File: config.mk
export PLATFORM = sky130hd
export DESIGN_NAME = bto_bridge_flat
export DESIGN_NICKNAME = d
export VERILOG_FILES = /design/src/hdl/bto_pkg.sv /design/src/hdl/bto_if.sv /design/src/hdl/bto_bridge.sv /design/src/hdl/bto_buf.sv /design/src/flat_wrapper.sv
export SDC_FILE = /design/constraint.sdc
export NUM_CORES = 1
export LEC_CHECK = 0
export BUFFER_PORTS_ARGS = -buffer_cell sky130_fd_sc_hd__clkbuf_2
export CAP_MARGIN = 20
export CORE_MARGIN = 4
export CORE_UTILIZATION = 50
export DETAILED_ROUTE_END_ITERATION = 16
export GPL_ROUTABILITY_DRIVEN = 0
export PLACE_DENSITY = 0.67
export SYNTH_ARGS = -nofsm -noshare
export SYNTH_HDL_FRONTEND = slang
export SYNTH_SLANG_ARGS = --single-unit
File: constraint.sdc
create_clock -name i_core_clk -period 80 [get_ports i_core_clk]
set_clock_uncertainty 0.15 [all_clocks]
set_input_delay 16 -clock i_core_clk [delete_from_list [all_inputs] [get_ports i_core_clk]]
set_output_delay 16 -clock i_core_clk [all_outputs]
set_load 0.01 [all_outputs]
File: src/hdl/bto_pkg.sv
// Shared types, command codes and helpers for the bridge ordering ends
package bto_pkg;

   localparam int          BTO_DIRS    = 2;
   localparam int          BTO_DEPTH   = 4;
   localparam int          BTO_SLOTS   = 2;
   localparam int          BTO_DIR_DN  = 0;
   localparam int          BTO_DIR_UP  = 1;
   localparam logic [2:0]  BTO_FULL_N  = 3'h4;
   localparam logic [2:0]  BTO_ZERO_N  = 3'h0;
   localparam logic [2:0]  BTO_ONE_N   = 3'h1;
   localparam logic [1:0]  BTO_PTR_ONE = 2'h1;
   localparam logic [1:0]  BTO_BUF_N2  = 2'h2;
   localparam logic [1:0]  BTO_BUF_ONE = 2'h1;

   // Bus command codes
   typedef logic [3:0] bto_cmd_t;
   localparam bto_cmd_t BTO_CMD_IORD  = 4'h2;
   localparam bto_cmd_t BTO_CMD_IOWR  = 4'h3;
   localparam bto_cmd_t BTO_CMD_MRD   = 4'h6;
   localparam bto_cmd_t BTO_CMD_MWR   = 4'h7;
   localparam bto_cmd_t BTO_CMD_CFGRD = 4'hA;
   localparam bto_cmd_t BTO_CMD_CFGWR = 4'hB;
   localparam bto_cmd_t BTO_CMD_MRDM  = 4'hC;
   localparam bto_cmd_t BTO_CMD_MRDL  = 4'hE;
   localparam bto_cmd_t BTO_CMD_MWI   = 4'hF;

   typedef enum logic [2:0] {
      BTO_PW, BTO_DRR, BTO_DWR, BTO_DRC, BTO_DWC, BTO_NONE
   } bto_class_e;

   typedef struct packed {
      bto_cmd_t    cmd;
      logic        cpl;
      logic [31:0] data;
   } bto_txn_s;

   typedef struct packed {
      bto_txn_s   txn;
      logic [2:0] cnt;
   } bto_ent_s;

   // RULE19 command to class mapping
   function automatic bto_class_e bto_classify(input bto_cmd_t cmd, input logic cpl);
      bto_class_e c;
      c = BTO_NONE;
      unique case (cmd)
         BTO_CMD_MWR, BTO_CMD_MWI:                       c = cpl ? BTO_NONE : BTO_PW;
         BTO_CMD_IOWR, BTO_CMD_CFGWR:                    c = cpl ? BTO_DWC : BTO_DWR;
         BTO_CMD_IORD, BTO_CMD_CFGRD, BTO_CMD_MRD,
         BTO_CMD_MRDM, BTO_CMD_MRDL:                     c = cpl ? BTO_DRC : BTO_DRR;
         default:                                        c = BTO_NONE;
      endcase
      return c;
   endfunction

   // Classes that wait behind earlier posted writes
   function automatic logic bto_waits_pw(input bto_class_e c);
      return (c == BTO_DRR) || (c == BTO_DWR) || (c == BTO_DRC);
   endfunction

   typedef struct packed {
      bto_txn_s [3:0] pw;
      bto_ent_s [3:0] dq;
      logic [1:0]     pw_rd;
      logic [1:0]     pw_wr;
      logic [2:0]     pw_n;
      logic [1:0]     dq_rd;
      logic [1:0]     dq_wr;
      logic [2:0]     dq_n;
      logic           rr_dq;
   } bto_lane_s;

   typedef struct packed {
      bto_lane_s [1:0] lane;
   } bto_bridge_s;

   typedef struct packed {
      bto_txn_s [1:0] mem;
      logic           rd;
      logic           wr;
      logic [1:0]     n;
   } bto_buf_s;

   typedef struct packed {
      bto_txn_s [1:0] slot;
      logic [1:0]     slot_v;
      logic           rr;
      logic           sync_pend;
      logic [31:0]    sync_addr;
      bto_txn_s       got;
      logic           got_v;
   } bto_side_s;

   typedef struct packed {
      bto_side_s [1:0] side;
   } bto_agent_s;

endpackage

File: src/hdl/bto_if.sv
// Link between the bridge ordering engine and the bus agents
`timescale 1ns/1ps
interface bto_if;
   import bto_pkg::*;
   // Index 0 downstream, 1 upstream
   logic     [1:0] in_valid;
   logic     [1:0] in_ready;
   bto_txn_s [1:0] in_txn;
   logic     [1:0] out_valid;
   logic     [1:0] out_ready;
   bto_txn_s [1:0] out_txn;

   modport bridge (input in_valid, input in_txn, input out_ready,
                   output in_ready, output out_valid, output out_txn);
   modport agent  (output in_valid, output in_txn, output out_ready,
                   input in_ready, input out_valid, input out_txn);
endinterface

File: src/hdl/bto_bridge.sv
// Ordering engine: posted and delayed queues per crossing direction
`timescale 1ns/1ps

// How it works
// RULE1: Order only transactions crossing the bridge
// RULE2: Order fixed when transaction completes
// RULE3: Retried requests hold no ordering position
// RULE4: Initiator waits before second delayed request
// RULE5: Initiator repeats all delayed requests fairly
// RULE6: Downstream and upstream writes independent
// RULE7: Accept and issue posted writes both sides
// RULE8: Posted write acceptance never waits on master
// RULE9: Posted writes accepted despite delayed progress
// RULE10: Posted writes issued in arrival order
// RULE11: Delayed read waits for earlier posted writes
// RULE12: Read completion waits for earlier posted writes
// RULE13: Delayed write never passes earlier posted write
// RULE14: Posted writes pass delayed, fair arbitration
// RULE15: Delayed requests and completions keep order
// RULE16: Write completion may pass posted writes
// RULE17: Order within direction, completions travel back
// RULE18: Follow posted writes with a read
// RULE19: Classify commands as posted, delayed read/write
// RULE20: Never combine, merge or collapse writes
// RULE21: Round-robin when both queues eligible
module bto_bridge
   import bto_pkg::*;
(
   // Clock and reset
   input  wire logic       i_core_clk,
   input  wire logic       i_rst,
   input  wire logic       i_ce,
   // Link to the bus agents
   bto_if.bridge           bus,
   // Queue status
   output logic [1:0][2:0] o_pw_count,
   output logic [1:0][2:0] o_dq_count
);
   bto_bridge_s    s_q;
   bto_bridge_s    s_d;
   logic     [1:0] b_in_valid;
   logic     [1:0] b_in_ready;
   bto_txn_s [1:0] b_in_txn;

   always_comb begin
      bto_class_e in_cls;
      bto_class_e hd_cls;
      logic       take;
      logic       pw_ok;
      logic       dq_ok;
      logic       pick_dq;
      logic       pw_pop;
      logic       dq_pop;
      in_cls  = BTO_NONE;
      hd_cls  = BTO_NONE;
      take    = 1'b0;
      pw_ok   = 1'b0;
      dq_ok   = 1'b0;
      pick_dq = 1'b0;
      pw_pop  = 1'b0;
      dq_pop  = 1'b0;
      s_d     = s_q;
      b_in_valid = '0;
      b_in_txn   = '0;
      bus.in_ready = '0;
      // RULE6 lanes share nothing
      // RULE7 both lanes move in one cycle
      // RULE17 one lane per direction of travel
      for (int d = 0; d < BTO_DIRS; d++) begin
         // RULE19 class from command
         in_cls = bto_classify(bus.in_txn[d].cmd, bus.in_txn[d].cpl);
         // RULE9 posted room ignores delayed queue
         // RULE8 no wait on master side
         if (in_cls == BTO_PW) begin
            bus.in_ready[d] = (s_q.lane[d].pw_n != BTO_FULL_N);
         end else if (in_cls != BTO_NONE) begin
            bus.in_ready[d] = (s_q.lane[d].dq_n != BTO_FULL_N);
         end
         // RULE1 only crossing traffic reaches a lane
         // RULE3 refused attempt leaves no entry
         take = bus.in_valid[d] && bus.in_ready[d];

         hd_cls = bto_classify(s_q.lane[d].dq[s_q.lane[d].dq_rd].txn.cmd,
                               s_q.lane[d].dq[s_q.lane[d].dq_rd].txn.cpl);
         pw_ok  = (s_q.lane[d].pw_n != BTO_ZERO_N);
         // RULE11 RULE12 RULE13 posted barrier
         // RULE16 write completion exempt
         dq_ok  = (s_q.lane[d].dq_n != BTO_ZERO_N) &&
                  (!bto_waits_pw(hd_cls) ||
                   s_q.lane[d].dq[s_q.lane[d].dq_rd].cnt == BTO_ZERO_N);
         // RULE14 RULE21 alternate when both eligible
         pick_dq = dq_ok && (!pw_ok || s_q.lane[d].rr_dq);
         b_in_valid[d] = pw_ok || dq_ok;
         // RULE20 one entry, one issued transaction
         b_in_txn[d]   = pick_dq ? s_q.lane[d].dq[s_q.lane[d].dq_rd].txn
                                 : s_q.lane[d].pw[s_q.lane[d].pw_rd];
         pw_pop = b_in_valid[d] && b_in_ready[d] && !pick_dq;
         dq_pop = b_in_valid[d] && b_in_ready[d] && pick_dq;
         if (pw_ok && dq_ok && b_in_ready[d]) begin
            s_d.lane[d].rr_dq = !pick_dq;
         end

         // RULE10 posted FIFO order
         if (pw_pop) begin
            s_d.lane[d].pw_rd = s_q.lane[d].pw_rd + BTO_PTR_ONE;
            for (int i = 0; i < BTO_DEPTH; i++) begin
               if (s_q.lane[d].dq[i].cnt != BTO_ZERO_N) begin
                  s_d.lane[d].dq[i].cnt = s_q.lane[d].dq[i].cnt - BTO_ONE_N;
               end
            end
         end
         // RULE15 single delayed FIFO per lane
         if (dq_pop) begin
            s_d.lane[d].dq_rd = s_q.lane[d].dq_rd + BTO_PTR_ONE;
         end

         // RULE2 position fixed on acceptance
         if (take && in_cls == BTO_PW) begin
            s_d.lane[d].pw[s_q.lane[d].pw_wr] = bus.in_txn[d];
            s_d.lane[d].pw_wr = s_q.lane[d].pw_wr + BTO_PTR_ONE;
         end else if (take) begin
            s_d.lane[d].dq[s_q.lane[d].dq_wr].txn = bus.in_txn[d];
            s_d.lane[d].dq[s_q.lane[d].dq_wr].cnt =
               pw_pop ? s_q.lane[d].pw_n - BTO_ONE_N : s_q.lane[d].pw_n;
            s_d.lane[d].dq_wr = s_q.lane[d].dq_wr + BTO_PTR_ONE;
         end

         if ((take && in_cls == BTO_PW) && !pw_pop) begin
            s_d.lane[d].pw_n = s_q.lane[d].pw_n + BTO_ONE_N;
         end else if (!(take && in_cls == BTO_PW) && pw_pop) begin
            s_d.lane[d].pw_n = s_q.lane[d].pw_n - BTO_ONE_N;
         end
         if ((take && in_cls != BTO_PW) && !dq_pop) begin
            s_d.lane[d].dq_n = s_q.lane[d].dq_n + BTO_ONE_N;
         end else if (!(take && in_cls != BTO_PW) && dq_pop) begin
            s_d.lane[d].dq_n = s_q.lane[d].dq_n - BTO_ONE_N;
         end
      end
   end

   always_ff @(posedge i_core_clk or posedge i_rst) begin
      if (i_rst) begin
         s_q <= '0;
      end else if (i_ce) begin
         s_q <= s_d;
      end
   end

   // Receiver stall lands in the buffer, not on a lost word
   for (genvar g = 0; g < BTO_DIRS; g++) begin : g_lane
      bto_buf u_buf (
         .i_core_clk (i_core_clk),
         .i_rst      (i_rst),
         .i_ce       (i_ce),
         .i_valid    (b_in_valid[g]),
         .o_ready    (b_in_ready[g]),
         .i_txn      (b_in_txn[g]),
         .o_valid    (bus.out_valid[g]),
         .i_ready    (bus.out_ready[g]),
         .o_txn      (bus.out_txn[g])
      );
      assign o_pw_count[g] = s_q.lane[g].pw_n;
      assign o_dq_count[g] = s_q.lane[g].dq_n;
   end
endmodule // bto_bridge

File: src/hdl/bto_buf.sv
// Two-entry buffer on the issue path of one direction
`timescale 1ns/1ps
module bto_buf
   import bto_pkg::*;
(
   // Clock and reset
   input  wire logic     i_core_clk,
   input  wire logic     i_rst,
   input  wire logic     i_ce,
   // Fill side
   input  wire logic     i_valid,
   output logic          o_ready,
   input  wire bto_txn_s i_txn,
   // Drain side
   output logic          o_valid,
   input  wire logic     i_ready,
   output bto_txn_s      o_txn
);
   bto_buf_s s_q;
   bto_buf_s s_d;
   logic     push;
   logic     pop;

   assign o_ready = (s_q.n != BTO_BUF_N2);
   assign o_valid = (s_q.n != 2'h0);
   assign o_txn   = s_q.mem[s_q.rd];

   always_comb begin
      s_d  = s_q;
      push = i_valid && o_ready;
      pop  = o_valid && i_ready;
      if (push) begin
         s_d.mem[s_q.wr] = i_txn;
         s_d.wr          = ~s_q.wr;
      end
      if (pop) begin
         s_d.rd = ~s_q.rd;
      end
      if (push && !pop) begin
         s_d.n = s_q.n + BTO_BUF_ONE;
      end else if (pop && !push) begin
         s_d.n = s_q.n - BTO_BUF_ONE;
      end
   end

   always_ff @(posedge i_core_clk or posedge i_rst) begin
      if (i_rst) begin
         s_q <= '0;
      end else if (i_ce) begin
         s_q <= s_d;
      end
   end
endmodule // bto_buf

File: src/flat_wrapper.sv
// flat-port wrapper written by rule: the top's interface ports become plain ports
module bto_bridge_flat import bto_pkg::*;
  (i_core_clk, i_rst, i_ce, o_pw_count, o_dq_count, bus_in_valid, bus_in_txn, bus_out_ready, bus_in_ready, bus_out_valid, bus_out_txn);
  bto_if bus_i ();
  input  wire logic i_core_clk;
  input  wire logic i_rst;
  input  wire logic i_ce;
  output logic [1:0][2:0] o_pw_count;
  output logic [1:0][2:0] o_dq_count;
  input wire logic [$bits(bus_i.in_valid)-1:0] bus_in_valid;
  input wire logic [$bits(bus_i.in_txn)-1:0] bus_in_txn;
  input wire logic [$bits(bus_i.out_ready)-1:0] bus_out_ready;
  output wire logic [$bits(bus_i.in_ready)-1:0] bus_in_ready;
  output wire logic [$bits(bus_i.out_valid)-1:0] bus_out_valid;
  output wire logic [$bits(bus_i.out_txn)-1:0] bus_out_txn;
  assign bus_i.in_valid = bus_in_valid;
  assign bus_i.in_txn = bus_in_txn;
  assign bus_i.out_ready = bus_out_ready;
  assign bus_in_ready = bus_i.in_ready;
  assign bus_out_valid = bus_i.out_valid;
  assign bus_out_txn = bus_i.out_txn;
  bto_bridge u_core (.i_core_clk(i_core_clk), .i_rst(i_rst), .i_ce(i_ce), .bus(bus_i), .o_pw_count(o_pw_count), .o_dq_count(o_dq_count));
endmodule
==> out/metrics.yaml <==
critPathCaptureType: "output port"
dpl_worst_slack_ns: 46.47
postCtsSetupBuffers: 0
vias: 23310
synth_edf_count: 0
fin_nets: 3095
grtUsageMet3_pct: 4.244
syn_inst: 2831
vdd_drop_max_mv: 0.04053
crit_fanout: 9
ant_nets: 0
mappedNetlistArea_um2: 37060
syn_to_final_growth_pct: 12.66
grt_use_total_pct: 23.79
yosys_warnings: 0
ctsHoldBuffers: 0
synth.avg_cell_area_um2: 13.09
path_clk_slew_ns: 0.06
place_inst: 3829
wl_per_cell_um: 23.06
num_rows: 99
synth_cell_types: 60
holdCritPathClass: "flop to flop"
whs_path_depth: 1
drtIter0Drc: 1604
worstRegToRegCells: 10
hold_viol_final: 0
finalSetupViolations: 0
yosys_register_bits: 802
setup_ws_ns: 46.48
critical_path_class: "primary input to output port"
cts.path.max_buffers: 3
grt_first_pass_wirelength_um: 146600
worstMarginPinSlew_ns: 1.152
required_ns: 63.85
leakage_nw: 20.23
fin_crit_ns: 33.52
ys_async_sr_fraction_pct: 100.0
grt_use_met1_pct: 30.48
grt_pass1_vias: 25610
cts_sinks: 802
power_density_nw_per_um2: 40.75
relSlewSlack_pct: 23.20
wl_um: 91980
grt-ovfl-total: 0
cts_tree: "built"
die_area_um2: 78530
start_util_pct: 50.62
routed_via_density: 5.843
die_w_um: 280.2
syn_nets: 2966
fmax_mhz: 29.83
drv_slew: 0
synth_flop_cell: "dfrtp_1"
cp.arrival_ns: 17.37
dp_hpwl_um: 54290
grt-busiest-layer: "met2"
htree_levels: 3
cp-start-kind: "primary input"
layoutNonFillerInstCount: 3989
cts-buffers-inserted: 86
drc: 0
port_buffers: 170
seq_area_frac_synth_pct: 54.16
status: "complete, no violations"
met2_usage_pct: 41.90
rsz0062_at_grt: "false"
die_height_um: 280.2
drt_pre_antenna_iters: 5
cts_resized: 0
post-route-period-util_pct: 41.90
cts_root_buffer: "clkbuf_16"
clock_latency_ns: 0.64
grt_max_degree: 180
antenna_found_initial: 5
core_area_um2: 73210
timing.setup.tns_ns: 0
io_pins: 171
drive_gt1_share_pct: 37.48
cap_violations: 0
critical path, cell delays in order:
cell	delay, ns
clkbuf_2	0.18
a21oi_1	0.09
o2bb2ai_1	0.61
nor2b_1	0.25
clkbuf_2	0.22
worst paths after layout:
path,startpoint,end,slack [ns]
worst max-delay path,bus_in_txn[36],bus_in_ready[0],46.48
worst min-delay path,u_core.s_q[532],u_core.s_q[532],0.31
min in group asynchronous,i_rst,u_core.g_lane[0].u_buf.s_q[29],15.33
max in group asynchronous,i_rst,u_core.s_q[280],61.54
worst max register to register,u_core.s_q[329],u_core.o_pw_count[5],75.59
worst min register to register,u_core.s_q[532],u_core.s_q[532],0.31
power by group:
group          leakage [nW]  internal [mW]  switching [mW]
Combinational          8.38          0.316           0.336
Sequential             10.4          0.550          0.0921
Clock                  1.45          0.241           0.167
Total                  20.2           1.11           0.595
metrics by stage:
stage / power [mW] / hold WS (ns) / area [µm²] / utilization (%)
final: 1.701 / 0.3121 / 41750 / 57.03
after floorplan: 1.113 / 0.2787 / 37060 / -
after detailed placement: 1.302 / 0.2969 / 38740 / 52.92
after global placement: 1.265 / 0.2937 / 38720 / 52.89
after CTS: 1.715 / 0.3140 / 41700 / 56.96
after global routing: 1.803 / 0.3224 / 41750 / 57.03
cell families (layout without fill, tap and decap cells):
group | after synthesis | after routing | share of synthesized area [%]
muxes | 790 | 790 | 28.73
and+or+nand+nor | 733 | 733 | 8.272
AOI/OAI and AO/OA | 182 | 182 | 3.265
other | 0 | 2 | 0
DFF | 802 | 802 | 54.16
buffers and inverters | 232 | 429 | 2.819
adders and majority gates | 54 | 54 | 1.864
xor gates and xnor gates | 38 | 38 | 0.8981
cell usage after synthesis (all sizes together) (2+ instances only):
master / count / area share [%]
a2111oi: 2 / 0.10
a211o: 2 / 0.047
a211oi: 8 / 0.20
a21boi: 5 / 0.10
a21oi: 51 / 0.69
a221oi: 7 / 0.17
a32o: 4 / 0.11
a32oi: 3 / 0.071
and2: 18 / 0.30
and3: 11 / 0.19
and4: 4 / 0.095
buf: 65 / 1.1
clkbuf: 112 / 1.1
dfrtp: 802 / 54
fa: 2 / 0.11
ha: 52 / 1.8
inv: 55 / 0.56
mux2: 601 / 19
mux2i: 39 / 1.1
mux4: 150 / 9.1
nand2: 522 / 5.3
nand2b: 38 / 0.66
nand3: 23 / 0.31
nor2: 79 / 0.80
nor2b: 9 / 0.15
nor3: 16 / 0.23
nor3b: 5 / 0.10
o211ai: 14 / 0.28
o21a: 2 / 0.041
o21ai: 50 / 0.68
o21bai: 4 / 0.081
o221ai: 7 / 0.17
o2bb2ai: 4 / 0.095
o311a: 3 / 0.081
o311ai: 5 / 0.12
o32ai: 5 / 0.12
or2: 4 / 0.068
or3: 2 / 0.034
xnor2: 27 / 0.64
xor2: 11 / 0.26
metal layers:
| metal | vias to the layer above | part of all wire, % |
|---|---|---|
| li1 | 10190 | - |
| met1 | 12320 | 41 |
| met2 | 620 | 51 |
| met3 | 167 | 5.5 |
| met4 | 6 | 2.5 |
| met5 | - | 0.059 |
sequential cells by signal, summed over array words and instances (netlist names):
signal	flops
u_core.s_q	634
u_core.g_lane.u_buf.s_q	156
u_core.o_dq_count	6
u_core.o_pw_count	6
placed cells by master, fill, tap and decap left out, types with 22 or more instances in the layout:
cell type  Yosys  routed
dfrtp_1      802     792
mux2_2       566     566
nand2_1      522     514
clkbuf_2       0     170
mux4_2       149     149
clkbuf_16      0      86
nor2_1        79      79
inv_1         55      54
ha_1          52      52
a21oi_1       51      51
o21ai_0       49      49
buf_4         17      43
mux2i_1       39      39
nand2b_1      37      37
mux2_4        28      28
xnor2_1       27      27
nand3_1       23      23
clkbuf_8       0      22
area by class of cell:
type                    instances  area (µm²)
diodes                          2       5.005
clock buffers                 126        2522
clock inverters                30       432.9
fillers                      5884       31460
inverters                      55       214.0
multi-input cells            1797       16010
flip-flops and latches        802       20080
well taps                     959        1200
repair buffers                218        1281
No activity file was read; power rests on OpenSTA's default activity.
